`src/pwr_mode_pkg.sv`:
```
/*
 * power mode controller package: register offsets, field layouts,
 * reset values, mode encoding and the subsystem enable carrier.
 * assumes a single system clock domain; imported by both design files.
 */
package pwr_mode_pkg;

    // global power modes, in order of falling consumption
    typedef enum logic [1:0] {
        MODE_ACTIVE    = 2'b00,
        MODE_ALT       = 2'b01,
        MODE_SLEEP     = 2'b10,
        MODE_HIBERNATE = 2'b11
    } pwr_mode_t;

    localparam int SUBSYS_W = 8;

    // register word offsets on the plain register port
    localparam logic [3:0] REG_MODE_REQ   = 4'h0;
    localparam logic [3:0] REG_MODE_STAT  = 4'h1;
    localparam logic [3:0] REG_TMPL_ACT   = 4'h2;
    localparam logic [3:0] REG_TMPL_ALT   = 4'h3;
    localparam logic [3:0] REG_WAKE_EN    = 4'h4;
    localparam logic [3:0] REG_REGULATOR  = 4'h5;
    localparam logic [3:0] REG_SUBSYS_ON  = 4'h6;

    // template bit that enables the processor
    localparam int TMPL_CPU_BIT = 0;

    // wake enable field positions
    localparam int WAKE_PERIPH_BIT = 0;
    localparam int WAKE_SUPV_BIT = 1;
    localparam int WAKE_TW_BIT = 2;
    localparam int WAKE_PIN_BIT = 3;
    localparam int WAKE_RESET_BIT = 4;
    localparam int WAKE_W = 5;

    // regulator control field positions
    localparam int REG_DIG_BIT = 0;
    localparam int REG_ANA_BIT = 1;

    // reset values
    localparam logic [SUBSYS_W-1:0] TMPL_ACT_RST = 8'hFF;
    localparam logic [SUBSYS_W-1:0] TMPL_ALT_RST = 8'hFE;
    localparam logic [WAKE_W-1:0] WAKE_EN_RST = 5'h1F;
    localparam logic [1:0] REGULATOR_RST = 2'h3;
    localparam logic [7:0] DATA_ZERO = 8'h00;

    // what each subsystem receives when it is gated
    typedef struct packed {
        logic [SUBSYS_W-1:0] clk_en;
        logic [SUBSYS_W-1:0] bias_en;
        logic [SUBSYS_W-1:0] leak_low;
    } subsys_ctl_t;

    // clocks that keep running in sleep, plus the hibernate pin hold
    typedef struct packed {
        logic low_speed_clk_on;
        logic timewheel_on;
        logic rtc_on;
        logic io_hold;
    } low_power_ctl_t;

endpackage

```
`src/power_mode_controller.sv`:
```
/*
 * global power mode controller: four modes, per mode enable templates,
 * clock/bias/leakage gating per subsystem, wakeup back to active with
 * processor re-enable, regulator enables and hibernate pin hold.
 * assumes firmware on a plain register port in the CLK_SYS domain and
 * wakeup levels from outside the domain (synchronised here).
 */
// How it works
// - four modes active, alternate active, sleep, hibernate, falling power.
// - in active mode the active template bits decide enabled resources, except the processor bit that a wakeup forces on.
// - disabled resource gets clock gated, bias off and leakage lowered.
// - template writes take effect on subsystems at once, no mode change.
// - separate templates for active and alternate active modes.
// - processor may clear its own enable; next wakeup re-enables it.
// - wakeup forces mode to active and enables processor over template.
// - after reset the mode status reads active.
// - sleep disables everything but low speed clock, timewheel and rtc.
// - hibernate stops all clocks, keeps state, wakes only on pin events.
// - core regulator enables reset to on; firmware may clear them.
// - wakeup sources each enabled: peripherals, supervisor, timewheel, pins, reset.
// - in hibernate output pins hold levels and pin interrupt setup stays.
`timescale 1ns/100ps
`default_nettype none
module power_mode_controller
    import pwr_mode_pkg::*;
(
    input wire logic CLK_SYS,
    input wire logic RESET_N,
    input wire logic [3:0] ADDR,
    input wire logic [7:0] WDATA,
    input wire logic WR,
    input wire logic RD,
    output logic [7:0] RDATA,
    input wire logic WAKE_PERIPH,
    input wire logic WAKE_SUPERVISOR,
    input wire logic WAKE_TIMEWHEEL,
    input wire logic WAKE_PIN,
    input wire logic WAKE_RESET_SRC,
    output logic [SUBSYS_W-1:0] SUBSYS_CLK_EN,
    output logic [SUBSYS_W-1:0] SUBSYS_BIAS_EN,
    output logic [SUBSYS_W-1:0] SUBSYS_LEAK_LOW,
    output logic CPU_EN,
    output logic LOW_SPEED_CLK_ON,
    output logic TIMEWHEEL_ON,
    output logic RTC_ON,
    output logic IO_HOLD,
    output logic DIG_REG_EN,
    output logic ANA_REG_EN,
    output logic [1:0] MODE
);

    // reset release: asserted at once, released after two edges
    logic rst_s1_r, rst_n_r;
    always_ff @(posedge CLK_SYS or negedge RESET_N) begin
        if (!RESET_N) begin
            rst_s1_r <= 1'b0;
            rst_n_r <= 1'b0;
        end else begin
            rst_s1_r <= 1'b1;
            rst_n_r <= rst_s1_r;
        end
    end

    // wakeup inputs come from other logic and pins, so synchronise
    logic [WAKE_W-1:0] wake_raw, wake_lvl, wake_prev_r, wake_prev_nxt;
    assign wake_raw = {WAKE_RESET_SRC, WAKE_PIN, WAKE_TIMEWHEEL, WAKE_SUPERVISOR, WAKE_PERIPH};

    wake_sync #(.W(WAKE_W)) u_wake_sync (
        .clk(CLK_SYS),
        .rst_n(rst_n_r),
        .async_in(wake_raw),
        .sync_out(wake_lvl)
    );

    // register state
    pwr_mode_t mode_r, mode_nxt;
    logic [SUBSYS_W-1:0] tmpl_act_r, tmpl_act_nxt;
    logic [SUBSYS_W-1:0] tmpl_alt_r, tmpl_alt_nxt;
    logic [WAKE_W-1:0] wake_en_r, wake_en_nxt;
    logic [1:0] regulator_r, regulator_nxt;
    logic [7:0] rdata_r, rdata_nxt;
    logic cpu_force_r, cpu_force_nxt;
    subsys_ctl_t ctl_r, ctl_nxt;
    low_power_ctl_t lp_r, lp_nxt;

    // a source may wake the chip only if enabled and allowed in this mode
    function automatic logic [WAKE_W-1:0] wake_allowed(input pwr_mode_t m, input logic [WAKE_W-1:0] en);
        logic [WAKE_W-1:0] mask;
        mask = en;
        if (m == MODE_HIBERNATE) begin
            mask = '0;
            mask[WAKE_PIN_BIT] = en[WAKE_PIN_BIT];
        end
        return mask;
    endfunction

    // rising edges of enabled sources make one wakeup event
    logic [WAKE_W-1:0] wake_rise;
    logic wake_evt;
    assign wake_rise = wake_lvl & ~wake_prev_r;
    assign wake_evt = |(wake_rise & wake_allowed(mode_r, wake_en_r));
    assign wake_prev_nxt = wake_lvl;

    // active template, alternate template, or all off, chosen by the next mode
    function automatic logic [SUBSYS_W-1:0] tmpl_for(input pwr_mode_t m,
            input logic [SUBSYS_W-1:0] act, input logic [SUBSYS_W-1:0] alt);
        case (m)
            MODE_ACTIVE: tmpl_for = act;
            MODE_ALT: tmpl_for = alt;
            default: tmpl_for = '0;
        endcase
    endfunction

    logic wr_hit_mode;
    assign wr_hit_mode = WR && (ADDR == REG_MODE_REQ);

    // mode, templates and control registers
    always_comb begin
        mode_nxt = mode_r;
        tmpl_act_nxt = tmpl_act_r;
        tmpl_alt_nxt = tmpl_alt_r;
        wake_en_nxt = wake_en_r;
        regulator_nxt = regulator_r;
        cpu_force_nxt = cpu_force_r;
        if (WR) begin
            case (ADDR)
                REG_MODE_REQ: begin
                    mode_nxt = pwr_mode_t'(WDATA[1:0]);
                end
                REG_TMPL_ACT: begin
                    tmpl_act_nxt = WDATA[SUBSYS_W-1:0];
                    if (!WDATA[TMPL_CPU_BIT]) begin
                        cpu_force_nxt = 1'b0;
                    end
                end
                REG_TMPL_ALT: begin
                    tmpl_alt_nxt = WDATA[SUBSYS_W-1:0];
                end
                REG_WAKE_EN: begin
                    wake_en_nxt = WDATA[WAKE_W-1:0];
                end
                REG_REGULATOR: begin
                    regulator_nxt = WDATA[1:0];
                end
                default: begin
                end
            endcase
        end
        // a wakeup wins over a same cycle mode request
        if (wake_evt) begin
            mode_nxt = MODE_ACTIVE;
            cpu_force_nxt = 1'b1;
        end else if (wr_hit_mode && pwr_mode_t'(WDATA[1:0]) == MODE_ACTIVE) begin
            cpu_force_nxt = cpu_force_r;
        end
    end

    always_ff @(posedge CLK_SYS or negedge rst_n_r) begin
        if (!rst_n_r) begin
            mode_r <= MODE_ACTIVE;
            tmpl_act_r <= TMPL_ACT_RST;
            tmpl_alt_r <= TMPL_ALT_RST;
            wake_en_r <= WAKE_EN_RST;
            regulator_r <= REGULATOR_RST;
            cpu_force_r <= 1'b0;
            wake_prev_r <= '0;
        end else begin
            mode_r <= mode_nxt;
            tmpl_act_r <= tmpl_act_nxt;
            tmpl_alt_r <= tmpl_alt_nxt;
            wake_en_r <= wake_en_nxt;
            regulator_r <= regulator_nxt;
            cpu_force_r <= cpu_force_nxt;
            wake_prev_r <= wake_prev_nxt;
        end
    end

    // gating outputs follow registered mode and templates
    logic [SUBSYS_W-1:0] en_vec;
    always_comb begin
        en_vec = tmpl_for(mode_nxt, tmpl_act_nxt, tmpl_alt_nxt);
        if (mode_nxt == MODE_ACTIVE && cpu_force_nxt) begin
            en_vec[TMPL_CPU_BIT] = 1'b1;
        end
        ctl_nxt.clk_en = en_vec;
        ctl_nxt.bias_en = en_vec;
        ctl_nxt.leak_low = ~en_vec;
        lp_nxt.low_speed_clk_on = (mode_nxt != MODE_HIBERNATE);
        lp_nxt.timewheel_on = (mode_nxt != MODE_HIBERNATE);
        lp_nxt.rtc_on = (mode_nxt != MODE_HIBERNATE);
        lp_nxt.io_hold = (mode_nxt == MODE_HIBERNATE);
    end

    always_ff @(posedge CLK_SYS or negedge rst_n_r) begin
        if (!rst_n_r) begin
            ctl_r.clk_en <= TMPL_ACT_RST;
            ctl_r.bias_en <= TMPL_ACT_RST;
            ctl_r.leak_low <= ~TMPL_ACT_RST;
            lp_r <= '{low_speed_clk_on: 1'b1, timewheel_on: 1'b1, rtc_on: 1'b1, io_hold: 1'b0};
        end else begin
            ctl_r <= ctl_nxt;
            lp_r <= lp_nxt;
        end
    end

    // read data, valid the cycle after the strobe only
    always_comb begin
        rdata_nxt = DATA_ZERO;
        if (RD) begin
            case (ADDR)
                REG_MODE_REQ, REG_MODE_STAT: rdata_nxt = {6'h00, mode_r};
                REG_TMPL_ACT: rdata_nxt = tmpl_act_r;
                REG_TMPL_ALT: rdata_nxt = tmpl_alt_r;
                REG_WAKE_EN: rdata_nxt = {3'h0, wake_en_r};
                REG_REGULATOR: rdata_nxt = {6'h00, regulator_r};
                REG_SUBSYS_ON: rdata_nxt = ctl_r.clk_en;
                default: rdata_nxt = DATA_ZERO;
            endcase
        end
    end

    always_ff @(posedge CLK_SYS or negedge rst_n_r) begin
        if (!rst_n_r) begin
            rdata_r <= DATA_ZERO;
        end else begin
            rdata_r <= rdata_nxt;
        end
    end

    assign RDATA = rdata_r;
    assign SUBSYS_CLK_EN = ctl_r.clk_en;
    assign SUBSYS_BIAS_EN = ctl_r.bias_en;
    assign SUBSYS_LEAK_LOW = ctl_r.leak_low;
    assign CPU_EN = ctl_r.clk_en[TMPL_CPU_BIT];
    assign LOW_SPEED_CLK_ON = lp_r.low_speed_clk_on;
    assign TIMEWHEEL_ON = lp_r.timewheel_on;
    assign RTC_ON = lp_r.rtc_on;
    assign IO_HOLD = lp_r.io_hold;
    assign DIG_REG_EN = regulator_r[REG_DIG_BIT];
    assign ANA_REG_EN = regulator_r[REG_ANA_BIT];
    assign MODE = mode_r;
endmodule
`default_nettype wire

```
`src/wake_sync.sv`:
```
/*
 * three flop synchroniser for a bundle of wakeup levels from pins and
 * other logic. a change counts once the second and third flops agree.
 * assumes the reset is already released synchronously by the caller.
 */
`timescale 1ns/100ps
`default_nettype none
module wake_sync
    import pwr_mode_pkg::*;
#(
    parameter int W = WAKE_W
) (
    input wire logic clk,
    input wire logic rst_n,
    input wire logic [W-1:0] async_in,
    output logic [W-1:0] sync_out
);
    logic [W-1:0] s1_r, s2_r, s3_r, out_r, out_nxt;

    // filtered value only follows when the last two stages agree
    always_comb begin
        out_nxt = out_r;
        for (int i = 0; i < W; i++) begin
            if (s2_r[i] == s3_r[i]) begin
                out_nxt[i] = s3_r[i];
            end
        end
    end

    // first stage is read only by the second
    always_ff @(posedge clk or negedge rst_n) begin
        if (!rst_n) begin
            s1_r <= '0;
            s2_r <= '0;
            s3_r <= '0;
            out_r <= '0;
        end else begin
            s1_r <= async_in;
            s2_r <= s1_r;
            s3_r <= s2_r;
            out_r <= out_nxt;
        end
    end

    assign sync_out = out_r;
endmodule
`default_nettype wire
```
`config.mk`:
```
export PLATFORM = sky130hd
export DESIGN_NAME = power_mode_controller
export DESIGN_NICKNAME = d
export VERILOG_FILES = /design/src/pwr_mode_pkg.sv /design/src/power_mode_controller.sv /design/src/wake_sync.sv
export SDC_FILE = /design/constraint.sdc
export NUM_CORES = 1
export LEC_CHECK = 0
export BUFFER_PORTS_ARGS = -buffer_cell sky130_fd_sc_hd__buf_4
export CAP_MARGIN = 20
export CORE_MARGIN = 1.5
export CORE_UTILIZATION = 45
export CTS_CLUSTER_SIZE = 24
export DETAILED_ROUTE_END_ITERATION = 6
export GPL_ROUTABILITY_DRIVEN = 0
export PLACE_DENSITY = 0.67
export SLEW_MARGIN = 20
export SYNTH_ARGS = -nofsm -noshare
export SYNTH_HDL_FRONTEND = slang
export SYNTH_HIERARCHICAL = 1
export SYNTH_SLANG_ARGS = --single-unit
```
`constraint.sdc`:
```
create_clock -name CLK_SYS -period 3.9 [get_ports CLK_SYS]
set_input_delay 0.78 -clock CLK_SYS [delete_from_list [all_inputs] [get_ports CLK_SYS]]
set_output_delay 0.78 -clock CLK_SYS [all_outputs]
set_load 0.01 [all_outputs]
```
==> impl_metrics.tcl <==
set metrics [dict create \
    port_buffers 61 \
    synthFlopType "dfrtp_1" \
    min_period_over_period_pct 54.9 \
    rsz0062_at_grt "no" \
    yosys.area.top_type "dfrtp_1" \
    peakVddDrop_v 0.000248 \
    htree_levels 3 \
    die_height_um 87.8 \
    synth_area_leaders "dfrtp_1 (37%), dfstp_2 (25%), mux2_2 (5.2%), mux2i_1 (4.3%), buf_4 (3.0%)" \
    synth.yosys.seq_area_share_pct 62.3 \
    avgRoutedWirePerCell_um 16.3 \
    synth.distinct_cells 46 \
    dr.pass1.iters 5 \
    slowest_delay_ns 0.60 \
    maxCapViolCount 0 \
    vias 2041 \
    fin_skew_ns 0.00805 \
    synth_top_family_by_area "compound AO/OA/AOI/OAI gates" \
    final_antenna_net_count 0 \
    antenna_found_initial 0 \
    grt_pass1_wl_mm 10.2 \
    async_flop_share_pct 100 \
    grt_overflow 0 \
    clockBufferDepth 2 \
    ctsHoldBuffers 0 \
    die_area_um2 7710 \
    wl_met3_um 357 \
    fmax_mhz 467 \
    ys_seq_elements 79 \
    syn2layout_area_growth_pct 21.2 \
    fp-row-count 30 \
    cp-end-kind "register" \
    hold_violations 0 \
    cts.sinks 79 \
    holdWs_ns 0.189 \
    layout_common_cells "buf_4 (62), dfrtp_1 (47), dfstp_2 (31)" \
    hold_class "primary input to async pin" \
    cts_tree "built" \
    slew_viol_final 0 \
    synth_compound_area_share_pct 10.7 \
    grt_max_degree 43 \
    wirelength_mm 6.49 \
    drt_iter0_drc 127 \
    synth_fa_ha_area_share_pct 1.74 \
    synthMuxAreaShare_pct 10.0 \
    crit_required_ns 4.09 \
    viasPerCell 5.13 \
    drcViolationCount 0 \
    drive_gt1_share_pct 48.7 \
    wl_met1_mm 2.90 \
    yosys_warnings 6 \
    cts_resized 0 \
    post_cts_buffers 0 \
    synth_xor_area_share_pct 0 \
    die_w_um 87.8 \
    syn_area_um2 3240 \
    met2_length_mm 3.16 \
    p_leak_nw 1.79 \
    avgSynthCellArea_um2 13.3 \
    path_class "primary input to register" \
    relSlewSlack_pct 49.9 \
    nets 318 \
    root_buffer "clkbuf_8" \
    design.core.area_um2 6870 \
    cts.clk_slew.worst_paths_ns 0.08 \
    finalSetupTns_ns 0 \
    cp.arrival_ns 2.33 \
    crit_chain "buf_4 > or3b_4 > o21ai_2 > and2_1 > a31oi_1" \
    synth.top_cell.area_share_pct 37.1 \
    syn_nets 264 \
    start_util_pct 47.1 \
    groute.usage.overall_pct 18.3 \
    powerDensity_nw_per_um2 569 \
    synth_edf_count 0 \
    critical_path.top_delay_family "simple AND/OR/NAND/NOR gates" \
    final_common_cell "buf_4" \
    status "finished clean" \
    num_antenna_cells 0 \
    crit_path_max_fanout 19 \
    setup_viol 0 \
    yosys.area_share.simple_pct 9.74 \
    timing.critical_path.buf_inv 1 \
    num_io_pins 62 \
    tightest_slew_ns 0.752 \
    cp-start-kind "primary input" \
    grt_pass1_vias 1958 \
    cp_slowest_cell "and2_1" \
    netlist_instances 243 \
    routed.top_layer "met4" \
    dp_hpwl_mm 4.51 \
    period_minus_slack_ns 2.14 \
    worstSkewPairLatency_ns 0.35 \
    cts_made_buffers 9 \
]
## power breakdown
| group | internal (mW) | leakage [nW] | switching [mW] |
|---|---|---|---|
| registers | 1.00 | 0.902 | 0.0849 |
| clock network | 0.394 | 0.112 | 0.295 |
| logic | 0.232 | 0.777 | 0.221 |
## cell families (layout without fill, tap and decap cells)
group | count (synthesis) | count (layout)
simple gates | 51 | 51
other cells | 1 | 1
mux | 30 | 30
compound gates | 47 | 47
buf+inv | 30 | 89
fa+ha+maj | 5 | 5
flops | 79 | 79
## metrics by stage
step           std cells  worst slack (ns)  util (%)  power (mW)  instance area [um^2]
6_report             398              1.76      57.1        2.23                  3920
3_5_place_dp         382              1.39      53.7        1.56                  3690
4_1_cts              398              1.78      57.1        2.25                  3920
2_1_floorplan        243              1.59         -        1.38                  3240
5_1_grt              398              1.67      57.1        2.34                  3920
3_3_place_gp         382              1.46      53.7        1.55                  3690
## synth_stat cells (all sizes together) (6+ instances only)
| master | count |
|---|---|
| dfrtp | 48 |
| dfstp | 31 |
| buf | 18 |
| mux2 | 16 |
| a31oi | 15 |
| mux2i | 14 |
| nor2 | 12 |
| inv | 11 |
| nand2 | 10 |
| a31o | 7 |
| nand3 | 6 |
| nor2b | 6 |
| o21ai | 6 |
## final cells by class
cell class | instances | area [um^2]
Tap cell | 96 | 120
Timing Repair Buffer | 62 | 465
Clock buffer | 11 | 151
Clock inverter | 5 | 80.1
Multi-Input combinational cell | 134 | 1050
Sequential cell | 79 | 2020
Inverter | 11 | 41.3
Fill cell | 553 | 2950
## sequential cells by signal (all words and copies together) (netlist names)
signal,flops
RTC_ON,1
u_wake_sync/s3_r,5
SUBSYS_LEAK_LOW,8
u_wake_sync/s2_r,5
wake_en_r,5
tmpl_act_r,8
regulator_r,2
cpu_force_r,1
IO_HOLD,1
rst_n_r,1
rst_s1_r,1
u_wake_sync/sync_out,5
RDATA,8
wake_prev_r,5
tmpl_alt_r,8
MODE,2
u_wake_sync/s1_r,5
SUBSYS_BIAS_EN,8
## final timing paths
kind                                          from             endpoint  slack, ns  cells after the start
max reg2reg                u_wake_sync/sync_out[2]   SUBSYS_LEAK_LOW[5]       1.96                      5
max                                        ADDR[0]   SUBSYS_LEAK_LOW[5]       1.76                      5
min reg2reg                                rst_n_r   SUBSYS_LEAK_LOW[3]       0.35                      0
max in group asynchronous                  rst_n_r         wake_en_r[4]       2.54                      1
min                                        RESET_N              rst_n_r       0.19                      1
min in group CLK_SYS           u_wake_sync/s1_r[0]  u_wake_sync/s2_r[0]       0.35                      0
## per-layer routing
metal | up-vias | track usage [%]
li1 | 961 | -
met1 | 1014 | 24.8
met2 | 60 | 27.6
met3 | 6 | 6.13
met4 | 0 | 6.49
met5 | - | 0
No activity file was read; power rests on OpenSTA's default activity.
